$ cat config.mk
export PLATFORM = sky130hd
export DESIGN_NAME = led_matrix_pwm_keyscan
export DESIGN_NICKNAME = d
export VERILOG_FILES = /design/src/core/led_pkg.sv /design/src/core/ram_port_if.sv /design/src/core/led_ram.sv /design/src/core/pwm_tick_gen.sv /design/src/core/led_matrix_pwm_keyscan.sv
export SDC_FILE = /design/constraint.sdc
export NUM_CORES = 2
export LEC_CHECK = 0
export ABC_AREA = 1
export CAP_MARGIN = 20
export CELL_PAD_IN_SITES_DETAIL_PLACEMENT = 1
export CELL_PAD_IN_SITES_GLOBAL_PLACEMENT = 1
export CORE_MARGIN = 2
export CORE_UTILIZATION = 47
export DETAILED_ROUTE_END_ITERATION = 10
export DONT_BUFFER_PORTS = 1
export PLACE_DENSITY = 0.78
export SYNTH_ARGS = -nofsm -noshare
export SYNTH_HDL_FRONTEND = slang
export SYNTH_SLANG_ARGS = --single-unit
$ cat constraint.sdc
create_clock -name ref_clk -period 2.88 [get_ports ref_clk]
set_clock_uncertainty 0.2 [all_clocks]
set_input_delay 0.288 -clock ref_clk [delete_from_list [all_inputs] [get_ports ref_clk]]
set_output_delay 0.288 -clock ref_clk [all_outputs]
set_load 0.01 [all_outputs]
$ cat src/core/led_pkg.sv
// constants, types and helpers for the led matrix pwm and key scan block
// Functional notes
// - frame end raises led frame request
// - disable waits for current frame end
// - key scan frame end raises request
// - per-channel enables, bit 1 B, bit 0 A
// - enables always accessible; global off darkens segments
// - manual mode: channel runs only when enabled
// - auto mode ignores channel enable bits
// - duty writable manual only; transients during loading
// - waveforms per common: code 0 eight, 7 one
// - three-bit pwm clock source select
// - config writes only manual or globally disabled
// - mode bit: 0 manual, 1 auto
// - key rows 0..k active, capped at 19
// - global off: lines inactive, clocks stopped
// - stop after both frames; re-enable keeps running
// - control one bit 1 enables key pull-ups
// - control bit enables hardware key scan
// - key scan delay code to pwm periods
// - two-bit pull-up timing within common slot
// - common polarity: 0 low, 1 high active
// - segment polarity: 0 high, 1 low active
// - read-only index of current common line
// - common count select: lines 0..m driven
// - capture key columns when common goes inactive
// - auto duty from 128-byte ram, 16 columns
package led_pkg;
  // ==========================================================
  // register offsets (byte addresses)
  localparam logic [11:0] OFS_CHAN_EN = 12'h000;
  localparam logic [11:0] OFS_DUTY_A = 12'h010;
  localparam logic [11:0] OFS_DUTY_B = 12'h020;
  localparam logic [11:0] OFS_CTL0 = 12'h030;
  localparam logic [11:0] OFS_CTL1 = 12'h034;
  localparam logic [11:0] OFS_CTL2 = 12'h038;
  localparam logic [11:0] OFS_CTL3 = 12'h03C;
  localparam logic [11:0] OFS_CTL4 = 12'h040;
  localparam logic [11:0] OFS_KEY = 12'h100;
  localparam logic [11:0] OFS_RAM = 12'h200;
  // ==========================================================
  // reset values and masks
  localparam logic [7:0] CTL_RST = 8'h00;
  localparam logic [2:0] CTL4_RST = 3'h2;
  localparam logic [7:0] CTL0_MASK = 8'hFD;
  // ==========================================================
  // field positions
  localparam int WAVES_LSB = 5;
  localparam int CLKSEL_LSB = 2;
  localparam int AUTO_BIT = 0;
  localparam int ROWS_LSB = 3;
  localparam int GE_BIT = 2;
  localparam int PULLUP_BIT = 1;
  localparam int SCAN_BIT = 0;
  localparam int DELAY_LSB = 4;
  localparam int PTIME_LSB = 2;
  localparam int COMPOL_BIT = 1;
  localparam int SEGPOL_BIT = 0;
  // ==========================================================
  // sizes and counts
  localparam int NUM_MODULES = 4;
  localparam int NUM_CHANNELS = 8;
  localparam int NUM_COMMONS = 16;
  localparam int NUM_ROWS = 20;
  localparam int RAM_DEPTH = 128;
  localparam logic [4:0] MAX_ROW = 5'h13;
  localparam logic [3:0] LOAD_DONE = 4'h9;
  localparam logic [9:0] DELAY_BASE_LO = 10'h005;
  localparam logic [9:0] DELAY_BASE_HI = 10'h004;
  localparam logic [7:0] PULL_Q1 = 8'h40;
  localparam logic [7:0] PULL_HALF = 8'h80;
  localparam logic [7:0] PULL_Q3 = 8'hC0;
  // ==========================================================
  // types
  typedef enum logic [2:0] {
    ST_IDLE = 3'h1,
    ST_SLOT = 3'h2,
    ST_GAP = 3'h4
  } seq_state_t;
  // ==========================================================
  // helpers
  function automatic logic [9:0] scan_delay(input logic [3:0] code);
    logic [9:0] base;
    base = code[3] ? DELAY_BASE_HI : DELAY_BASE_LO;
    return 10'(base << code[2:0]);
  endfunction : scan_delay

  function automatic logic group_hit(input logic [11:0] a,
                                     input logic [11:0] base);
    return a[11:4] == base[11:4];
  endfunction : group_hit
endpackage : led_pkg

$ cat src/core/ram_port_if.sv
// write and read port between the block and its led duty memory
`timescale 1ns/10ps
interface ram_port_if;
  logic wr_en;
  logic [6:0] wr_addr;
  logic [7:0] wr_data;
  logic [6:0] rd_addr;
  logic [7:0] rd_data;
  modport ctrl(output wr_en, wr_addr, wr_data, rd_addr, input rd_data);
  modport mem(input wr_en, wr_addr, wr_data, rd_addr, output rd_data);
endinterface : ram_port_if

$ cat src/core/led_ram.sv
// led duty memory, one write and one registered read port
`timescale 1ns/10ps
module led_ram
  import led_pkg::*;
(
  input wire logic ref_clk,
  input wire logic rst_b,
  ram_port_if.mem port
);
  logic [7:0] mem_q [RAM_DEPTH];

  always_ff @(posedge ref_clk) begin
    if (port.wr_en) begin
      mem_q[port.wr_addr] <= port.wr_data;
    end
  end

  always_ff @(posedge ref_clk or negedge rst_b) begin
    if (!rst_b) begin
      port.rd_data <= 8'h00;
    end else begin
      port.rd_data <= mem_q[port.rd_addr];
    end
  end
endmodule : led_ram

$ cat src/core/pwm_tick_gen.sv
// pwm clock enable divider
`timescale 1ns/10ps
module pwm_tick_gen
  import led_pkg::*;
(
  input wire logic ref_clk,
  input wire logic rst_b,
  input wire logic [2:0] clk_select,
  input wire logic run,
  output logic tick
);
  logic [1:0] div_q;
  logic [1:0] div_d;
  wire [1:0] limit = !clk_select[2] ? 2'h0 : (!clk_select[1] ? 2'h1 : 2'h3);

  assign tick = run && (div_q == limit);
  assign div_d = (!run || tick) ? 2'h0 : 2'(div_q + 2'h1);

  always_ff @(posedge ref_clk or negedge rst_b) begin
    if (!rst_b) begin
      div_q <= 2'h0;
    end else begin
      div_q <= div_d;
    end
  end
endmodule : pwm_tick_gen

$ cat src/core/led_matrix_pwm_keyscan.sv
// led matrix pwm driver with key scan and ahb-lite registers
`timescale 1ns/10ps
module led_matrix_pwm_keyscan
  import led_pkg::*;
(
  input wire logic ref_clk,
  input wire logic rst_b,
  input wire logic hsel,
  input wire logic [31:0] haddr,
  input wire logic [1:0] htrans,
  input wire logic hwrite,
  input wire logic [2:0] hsize,
  input wire logic [31:0] hwdata,
  input wire logic hready,
  output logic hreadyout,
  output logic [31:0] hrdata,
  output logic hresp,
  output logic [15:0] common_line,
  output logic [7:0] segment_line,
  output logic [19:0] key_row_output,
  input wire logic [7:0] key_column_input,
  output logic key_pullup_on,
  output logic led_frame_irq,
  output logic key_frame_irq
);
  // ==========================================================
  // registers and state
  logic [1:0] chan_en_q [NUM_MODULES];
  logic [7:0] duty_q [NUM_CHANNELS];
  logic [7:0] key_q [NUM_ROWS];
  logic [7:0] ctl0_q;
  logic [7:0] ctl1_q;
  logic [7:0] ctl2_q;
  logic [3:0] ctl3_q;
  logic [2:0] ctl4_q;
  logic wr_pend_q;
  logic [11:0] wr_addr_q;
  logic [31:0] hrdata_q;
  logic rdy_q;
  seq_state_t state_q;
  seq_state_t state_d;
  logic [4:0] slot_q;
  logic [2:0] wave_q;
  logic [7:0] cnt_q;
  logic [9:0] gap_q;
  logic [3:0] load_q;
  logic [7:0] key_meta_q;
  logic [7:0] key_sync_q;
  logic [15:0] common_q;
  logic [7:0] segment_q;
  logic [19:0] row_q;
  logic pull_q;
  logic led_irq_q;
  logic key_irq_q;
  logic [7:0] rd_d;
  logic [7:0] seg_on;
  logic tick;
  logic pull_hit;

  ram_port_if ram_bus ();

  // ==========================================================
  // control fields
  // mode bit
  wire auto = ctl0_q[AUTO_BIT];
  wire [2:0] waves_code = ctl0_q[WAVES_LSB +: 3];
  wire [2:0] clk_sel = ctl0_q[CLKSEL_LSB +: 3];
  wire [4:0] rows_code = ctl1_q[ROWS_LSB +: 5];
  wire ge = ctl1_q[GE_BIT];
  wire pullup_en = ctl1_q[PULLUP_BIT];
  wire scan_en = ctl1_q[SCAN_BIT];
  wire [3:0] delay_code = ctl2_q[DELAY_LSB +: 4];
  wire [1:0] ptime = ctl2_q[PTIME_LSB +: 2];
  wire com_pol = ctl2_q[COMPOL_BIT];
  wire seg_pol = ctl2_q[SEGPOL_BIT];
  // config open only manual or disabled
  wire cfg_open = !auto || !ge;

  // ==========================================================
  // bus decode
  wire addr_ok = hsel && htrans[1] && hready;
  wire [11:0] ra = haddr[11:0];
  wire [7:0] wdat = hwdata[7:0];
  wire [1:0] wr_idx = wr_addr_q[3:2];
  wire wr_chan_en = wr_pend_q && group_hit(wr_addr_q, OFS_CHAN_EN);
  wire wr_duty_a = wr_pend_q && group_hit(wr_addr_q, OFS_DUTY_A);
  wire wr_duty_b = wr_pend_q && group_hit(wr_addr_q, OFS_DUTY_B);
  wire wr_ctl0 = wr_pend_q && (wr_addr_q == OFS_CTL0);
  wire wr_ctl1 = wr_pend_q && (wr_addr_q == OFS_CTL1);
  wire wr_ctl2 = wr_pend_q && (wr_addr_q == OFS_CTL2);
  wire wr_ctl3 = wr_pend_q && (wr_addr_q == OFS_CTL3);
  wire wr_ctl4 = wr_pend_q && (wr_addr_q == OFS_CTL4);
  wire wr_ram = wr_pend_q && (wr_addr_q[11:9] == OFS_RAM[11:9]);
  wire rd_key = (ra[11:7] == OFS_KEY[11:7]) && (ra[6:2] <= MAX_ROW);

  // ==========================================================
  // sequencer
  // last row index capped at nineteen
  wire [4:0] rows_last = (rows_code > MAX_ROW) ? MAX_ROW : rows_code;
  wire [4:0] led_last = {1'b0, ctl3_q};
  wire [4:0] frame_last =
    (scan_en && rows_last > led_last) ? rows_last : led_last;
  wire [2:0] waves_last = ~waves_code;
  wire [9:0] delay_len = scan_delay(delay_code);
  wire in_slot = state_q == ST_SLOT;
  wire in_gap = state_q == ST_GAP;
  wire wave_end = in_slot && tick && (cnt_q == 8'hFF);
  wire slot_end = wave_end && (wave_q == waves_last);
  wire gap_end = in_gap && tick && (gap_q == 10'(delay_len - 10'h001));
  wire advance = (slot_end && !scan_en) || gap_end;
  wire frame_wrap = advance && (slot_q == frame_last);
  // led frame done at last common
  wire led_done = slot_end && (slot_q == led_last);
  // key frame done at last frame slot
  wire key_done = slot_end && scan_en && (slot_q == frame_last);
  wire led_on = in_slot && (slot_q <= led_last);
  wire row_on = in_slot && scan_en && (slot_q <= rows_last);
  wire slot_start = (state_d == ST_SLOT) && (!in_slot || advance);
  wire load_wr = (load_q != 4'h0) && (load_q != LOAD_DONE);
  wire [2:0] load_idx = 3'(load_q - 4'h1);

  always_comb begin
    state_d = state_q;
    case (state_q)
      ST_IDLE: begin
        if (ge) state_d = ST_SLOT;
      end
      ST_SLOT: begin
        if (slot_end && scan_en) state_d = ST_GAP;
        else if (frame_wrap && !ge) state_d = ST_IDLE;
      end
      ST_GAP: begin
        if (frame_wrap && !ge) state_d = ST_IDLE;
        else if (gap_end) state_d = ST_SLOT;
      end
      default: state_d = ST_IDLE;
    endcase
  end

  // pwm tick runs only while active; the ram is always clocked by ref_clk
  pwm_tick_gen u_tick (
    .ref_clk(ref_clk),
    .rst_b(rst_b),
    .clk_select(clk_sel),
    .run(state_q != ST_IDLE),
    .tick(tick)
  );

  // column per common, a0 b0 .. a3 b3
  assign ram_bus.wr_en = wr_ram;
  assign ram_bus.wr_addr = wr_addr_q[8:2];
  assign ram_bus.wr_data = wdat;
  assign ram_bus.rd_addr = {slot_q[3:0], load_q[2:0]};

  led_ram u_ram (
    .ref_clk(ref_clk),
    .rst_b(rst_b),
    .port(ram_bus)
  );

  // ==========================================================
  // read mux
  always_comb begin
    rd_d = 8'h00;
    if (group_hit(ra, OFS_CHAN_EN)) rd_d = {6'h00, chan_en_q[ra[3:2]]};
    else if (group_hit(ra, OFS_DUTY_A)) rd_d = duty_q[{ra[3:2], 1'b0}];
    else if (group_hit(ra, OFS_DUTY_B)) rd_d = duty_q[{ra[3:2], 1'b1}];
    else if (ra == OFS_CTL0) rd_d = ctl0_q;
    else if (ra == OFS_CTL1) rd_d = ctl1_q;
    else if (ra == OFS_CTL2) rd_d = ctl2_q;
    else if (ra == OFS_CTL3) rd_d = {slot_q[3:0], ctl3_q};
    else if (ra == OFS_CTL4) rd_d = {5'h00, ctl4_q};
    else if (rd_key) rd_d = key_q[ra[6:2]];
  end

  // ==========================================================
  // pin drive
  // channel gating by mode
  always_comb begin
    for (int k = 0; k < NUM_CHANNELS; k++) begin
      seg_on[k] = led_on && (auto || chan_en_q[k / 2][k % 2]) &&
                  (cnt_q < duty_q[k]);
    end
  end

  always_comb begin
    case (ptime)
      2'h0: pull_hit = (wave_q == waves_last) && (cnt_q >= PULL_Q3);
      2'h1: pull_hit = (wave_q == waves_last) && (cnt_q >= PULL_HALF);
      2'h2: pull_hit = (wave_q == waves_last) && (cnt_q >= PULL_Q1);
      default: pull_hit = (wave_q == 3'h0) && (cnt_q < PULL_Q1);
    endcase
  end

  // ==========================================================
  // bus slave
  always_ff @(posedge ref_clk or negedge rst_b) begin
    if (!rst_b) begin
      wr_pend_q <= 1'b0;
      wr_addr_q <= 12'h000;
      hrdata_q <= 32'h0000_0000;
      rdy_q <= 1'b1;
    end else begin
      wr_pend_q <= addr_ok && hwrite;
      if (addr_ok) wr_addr_q <= ra;
      hrdata_q <= (addr_ok && !hwrite) ? {24'h00_0000, rd_d} : 32'h0000_0000;
      rdy_q <= 1'b1;
    end
  end

  // ==========================================================
  // control registers
  always_ff @(posedge ref_clk or negedge rst_b) begin
    if (!rst_b) begin
      ctl0_q <= CTL_RST;
      ctl1_q <= CTL_RST;
      ctl2_q <= CTL_RST;
      ctl3_q <= 4'h0;
      ctl4_q <= CTL4_RST;
      for (int n = 0; n < NUM_MODULES; n++) chan_en_q[n] <= 2'h0;
    end else begin
      if (wr_chan_en) chan_en_q[wr_idx] <= wdat[1:0];
      if (wr_ctl0 && cfg_open) ctl0_q <= wdat & CTL0_MASK;
      if (wr_ctl1) ctl1_q <= cfg_open ? wdat :
        {ctl1_q[7:GE_BIT + 1], wdat[GE_BIT], ctl1_q[GE_BIT - 1:0]};
      if (wr_ctl2 && cfg_open) ctl2_q <= wdat;
      if (wr_ctl3 && cfg_open) ctl3_q <= wdat[3:0];
      if (wr_ctl4) ctl4_q <= wdat[2:0];
    end
  end

  // duty from bus in manual, from ram in auto
  always_ff @(posedge ref_clk or negedge rst_b) begin
    if (!rst_b) begin
      for (int k = 0; k < NUM_CHANNELS; k++) duty_q[k] <= 8'h00;
    end else if (load_wr) begin
      duty_q[load_idx] <= ram_bus.rd_data;
    end else if (!auto && wr_duty_a) begin
      duty_q[{wr_idx, 1'b0}] <= wdat;
    end else if (!auto && wr_duty_b) begin
      duty_q[{wr_idx, 1'b1}] <= wdat;
    end
  end

  // ==========================================================
  // sequence counters
  always_ff @(posedge ref_clk or negedge rst_b) begin
    if (!rst_b) begin
      state_q <= ST_IDLE;
      slot_q <= 5'h00;
      wave_q <= 3'h0;
      cnt_q <= 8'h00;
      gap_q <= 10'h000;
      load_q <= LOAD_DONE;
    end else begin
      state_q <= state_d;
      if (state_q == ST_IDLE) begin
        slot_q <= 5'h00;
        wave_q <= 3'h0;
        cnt_q <= 8'h00;
        gap_q <= 10'h000;
      end else begin
        if (in_slot && tick) cnt_q <= 8'(cnt_q + 8'h01);
        if (wave_end) wave_q <= slot_end ? 3'h0 : 3'(wave_q + 3'h1);
        if (in_gap && tick) gap_q <= 10'(gap_q + 10'h001);
        else if (slot_end) gap_q <= 10'h000;
        if (advance) slot_q <= frame_wrap ? 5'h00 : 5'(slot_q + 5'h01);
      end
      if (slot_start && auto) load_q <= 4'h0;
      else if (load_q != LOAD_DONE) load_q <= 4'(load_q + 4'h1);
    end
  end

  // ==========================================================
  // key capture and outputs
  always_ff @(posedge ref_clk or negedge rst_b) begin
    if (!rst_b) begin
      key_meta_q <= 8'h00;
      key_sync_q <= 8'h00;
      for (int r = 0; r < NUM_ROWS; r++) key_q[r] <= 8'h00;
    end else begin
      key_meta_q <= key_column_input;
      key_sync_q <= key_meta_q;
      if (slot_end && row_on) key_q[slot_q] <= key_sync_q;
    end
  end

  always_ff @(posedge ref_clk or negedge rst_b) begin
    if (!rst_b) begin
      common_q <= 16'hFFFF;
      segment_q <= 8'h00;
      row_q <= 20'hF_FFFF;
      pull_q <= 1'b0;
      led_irq_q <= 1'b0;
      key_irq_q <= 1'b0;
    end else begin
      for (int i = 0; i < NUM_COMMONS; i++) begin
        common_q[i] <= (led_on && slot_q == 5'(i)) ? com_pol : !com_pol;
      end
      for (int r = 0; r < NUM_ROWS; r++) begin
        row_q[r] <= (row_on && slot_q == 5'(r)) ? com_pol : !com_pol;
      end
      segment_q <= seg_on ^ {NUM_CHANNELS{seg_pol}};
      pull_q <= in_slot && scan_en && pullup_en && pull_hit;
      led_irq_q <= led_done;
      key_irq_q <= key_done;
    end
  end

  assign hreadyout = rdy_q;
  assign hrdata = hrdata_q;
  assign hresp = 1'b0;
  assign common_line = common_q;
  assign segment_line = segment_q;
  assign key_row_output = row_q;
  assign key_pullup_on = pull_q;
  assign led_frame_irq = led_irq_q;
  assign key_frame_irq = key_irq_q;
endmodule : led_matrix_pwm_keyscan

==> Implementation_results.wiki <==
{| class="wikitable"
! Metric !! Value
|-
| Global-route wire length before repair || 305000 um
|-
| Number of buffers added by the clock tree synthesis step || 148
|-
| Seq/Total Area, Yosys || 0.670
|-
| Switching fraction of total power || 0.356
|-
| Top library cells by usage in the layout, fill and taps aside || sky130_fd_sc_hd__edfxtp_1 (1024), sky130_fd_sc_hd__o21ai_0 (845), sky130_fd_sc_hd__nor2_1 (829)
|-
| Top-level I/O count || 163
|-
| Internal power component || 0.0403 W
|-
| Total leakage power || 26.5 nW
|-
| Number of violations reported at the end of detailed-routing iteration 0 || 4932
|-
| Required time at the worst-slack endpoint || 3.41 ns
|-
| Final cycle utilization of the critical path || 0.997
|-
| Kind of critical path || reg -> reg
|-
| Power per cell area || 877 nW/um2
|-
| Post-Route WL || 205000 um
|-
| Bufs on Longest Clock Path || 3
|-
| Number of buffers and inverters on the critical path || 2
|-
| Capturing element type of the critical path || register
|-
| Total of endpoints with negative setup slack in the final report || 0
|-
| Run status || finished, violations left
|-
| Arrival time worst endpoint || 3.40 ns
|-
| Clock slew seen by the registers of the worst setup and hold paths || 0.07 ns
|-
| Maximum operating frequency || 0.348 GHz
|-
| Initial Util || 0.474
|-
| Initial antenna violation count || 3
|-
| Sequential Power Share || 0.366
|-
| Final-layout worst hold slack || -0.977 ns
|-
| Global-route total usage across every layer || 0.307
|-
| Headroom to the max-slew limit || 0.339
|-
| Post-route minimum period || 2.87 ns
|-
| Clk pwr share || 0.315
|-
| Vias || 46500
|-
| Top cells by area, synth || sky130_fd_sc_hd__edfxtp_1 (51%), sky130_fd_sc_hd__dfrtp_1 (14%), sky130_fd_sc_hd__o21ai_0 (7.1%)
|-
| Number of buffers added to fix hold violations after cts || 60
|-
| Sum of negative setup slack || 0 ns
|-
| Crit-path max FO || 26
|-
| CP max stage cell || sky130_fd_sc_hd__dfstp_4
|-
| Number of nets at the end of the flow || 5961
|-
| Most common cell after layout, fill and taps aside || sky130_fd_sc_hd__edfxtp_1
|-
| Die width || 363 um
|-
| Fraction of layout instances using a drive strength above 1 || 0.145
|-
| Area share of the leading cell type in the synthesized netlist || 0.508
|-
| Count of antenna-violating nets left after detailed routing || 0
|-
| Root Driver || sky130_fd_sc_hd__clkbuf_16
|-
| Cell area after synthesis || 60500 um2
|-
| First-pass DRT Iterations || 6
|-
| Yosys warnings || 0
|-
| Distinct cells, synth || 60
|-
| Dominant cell type by area after synthesis || sky130_fd_sc_hd__edfxtp_1
|-
| Post-route DRC || 0
|-
| Detailed placement HPWL || 125000 um
|-
| Clock tree from TritonCTS || yes
|-
| Net load switching power || 0.0222 W
|-
| Worst slew pin tran || 0.992 ns
|-
| MaxCap Viol Count || 0
|-
| Die H || 363 um
|-
| Pins over their slew limit || 0
|-
| Deepest level of the CTS H-tree || 4
|-
| Clock insertion delay at the later pin of the skew report || 0.81 ns
|-
| Gate Count Post-Synth || 5449
|-
| Average wire length per cell after detail routing || 27.1 um
|-
| Via count of the first global-routing pass || 48900
|-
| Cells along the critical path || buf_12, buf_12, o21ai_0, o22ai_1, o21ai_0, o22ai_1, nand2_1, o211ai_1, nand2_1, nand4_1
|-
| Async set or reset register ratio after synthesis || 0.275
|-
| Gate family responsible for the most delay along the worst path || compound AO/OA/AOI/OAI gates
|-
| Number of sinks on the clock net || 1413
|-
| Flops & latches, synth || 1413
|-
| Prevailing post-synth register cell || sky130_fd_sc_hd__edfxtp_1
|-
| Overall power of the completed layout || 0.0626 W
|-
| Maximum vdd ir drop || 830 uV
|-
| Unrepaired setup endpoints after global routing || yes
|-
| Final hold violation count || 389
|-
| Core Footprint || 128000 um2
|-
| Critical path launch point type || register
|-
| Share of total power in combinational logic || 0.318
|-
| Synthesized area per cell || 11.1 um2
|-
| EDFF count, synth || 1024
|-
| Area growth from synthesis to layout || 17.9%
|-
| Number of I/O port buffers || 0
|-
| Number of vias per cell after detailed routing || 6.14
|-
| Gpl congestion || 0.959
|-
| Overall overflow remaining after global route || 0
|-
| Pin count of the biggest net entering global routing || 390
|-
| Row count || 131
|-
| CP max stage delay || 0.71 ns
|-
| Die footprint || 132000 um2
|-
| Min-delay worst type || in -> async
|-
| Violations in the final reports || hold timing
|}
[registers in the layout, summed over array words and instances (netlist names), 10 cells and up]
register,cells
u_ram.mem_q,1024
key_q,160
duty_q,64
key_row_output,20
common_line,16
wr_addr_q,12
gap_q,10
[synth_stat cells, types with 22 or more instances]
cell type / number
sky130_fd_sc_hd__nor2_1: 843
sky130_fd_sc_hd__o21ai_0: 862
sky130_fd_sc_hd__nand2_1: 720
sky130_fd_sc_hd__o21ai_1: 32
sky130_fd_sc_hd__xor2_1: 61
sky130_fd_sc_hd__mux2_2: 28
sky130_fd_sc_hd__nand4_1: 28
sky130_fd_sc_hd__buf_2: 59
sky130_fd_sc_hd__a21oi_1: 84
sky130_fd_sc_hd__o211ai_1: 74
sky130_fd_sc_hd__inv_1: 224
sky130_fd_sc_hd__o22ai_1: 395
sky130_fd_sc_hd__dfstp_2: 40
sky130_fd_sc_hd__nor3_1: 22
sky130_fd_sc_hd__dfrtp_1: 349
sky130_fd_sc_hd__buf_4: 26
sky130_fd_sc_hd__clkbuf_1: 239
sky130_fd_sc_hd__mux2i_1: 24
sky130_fd_sc_hd__ha_1: 86
sky130_fd_sc_hd__edfxtp_1: 1024
sky130_fd_sc_hd__nand3_1: 79
[power by group through the flow]
stage               logic [W]  registers (W)  clock network [W]
global route           0.0212         0.0229             0.0206
floorplan              0.0107         0.0230                  0
CTS                    0.0192         0.0229             0.0199
global placement       0.0177         0.0233                  0
detailed placement     0.0185         0.0233                  0
finish                 0.0199         0.0229             0.0197
[path summary, 6_finish.rpt]
| kind | start | endpoint | slack, ns | depth (start not counted) |
|---|---|---|---|---|
| worst max-delay path | load_q[0] | u_ram.port.rd_data[3] | 0.01 | 10 |
| worst min-delay path | rst_b | key_meta_q[4] | -0.98 | 0 |
| worst max register to register | load_q[0] | u_ram.port.rd_data[3] | 0.01 | 10 |
| worst min register to register | key_meta_q[1] | key_sync_q[1] | 0.15 | 0 |
| max in group asynchronous | rst_b | ctl2_q[7] | 2.58 | 0 |
| min in group ref_clk | haddr[3] | hrdata[6] | 0.09 | 8 |
[worst reg2reg max path: cells and delay by family (launching register included)]
kind                   cells  cell delay (ns)
AO/OA/AOI/OAI              5             1.08
AND/OR/NAND/NOR            3             0.44
flip-flops                 1             0.71
buffers and inverters      2             0.40
[cells by family (layout without fill, tap and decap cells)]
kind of cell	after synthesis	after routing	share of synthesized area
AND/OR/NAND/NOR	1736	1736	0.114
AO/OA/AOI/OAI	1519	1519	0.141
flip-flops	1413	1413	0.670
buffers and inverters	578	1019	0.0389
adder cells (fa/ha/maj)	86	86	0.0178
XOR/XNOR	63	63	0.00912
multiplexers	52	52	0.00918
other	2	28	0.000124
[routing by layer]
metal / part of all wire / GRT usage
met3: 0.077 / 0.0579
met2: 0.49 / 0.510
met5: 0.000083 / 0
met4: 0.053 / 0.158
met1: 0.38 / 0.383
[through the flow]
step                 util  area, um2  setup WS (ns)  instances
floorplan               -      60600         0.0179       5473
global placement    0.511      65200       0.000457       7231
detailed placement  0.511      65200        -0.0574       7231
CTS                 0.556      70900       -0.00571       7566
global route        0.559      71300         -0.104       7578
finish              0.559      71300        0.00983       7578
[layout make-up]
type | count | area [um2]
Antenna cell | 2 | 5.00
Clock buffer | 205 | 4080
Clock inverter | 66 | 866
Fill cell | 13200 | 56300
Inverter | 238 | 913
Multi-Input combinational cell | 3482 | 18000
Sequential cell | 1413 | 40500
Tap cell | 1662 | 2080
Timing Repair Buffer | 510 | 4880
[timing repair]
| item | CTS | global route |
|---|---|---|
| pin swaps | 3 | 19 |
| setup buffers | 4 | 9 |
| endpoints found under the setup margin | 56 | 219 |
| gates cloned | 0 | 2 |
| hold endpoints to repair | 1544 | 389 |
| resized for setup | 10 | 82 |
(Power assumes the default switching activity.)
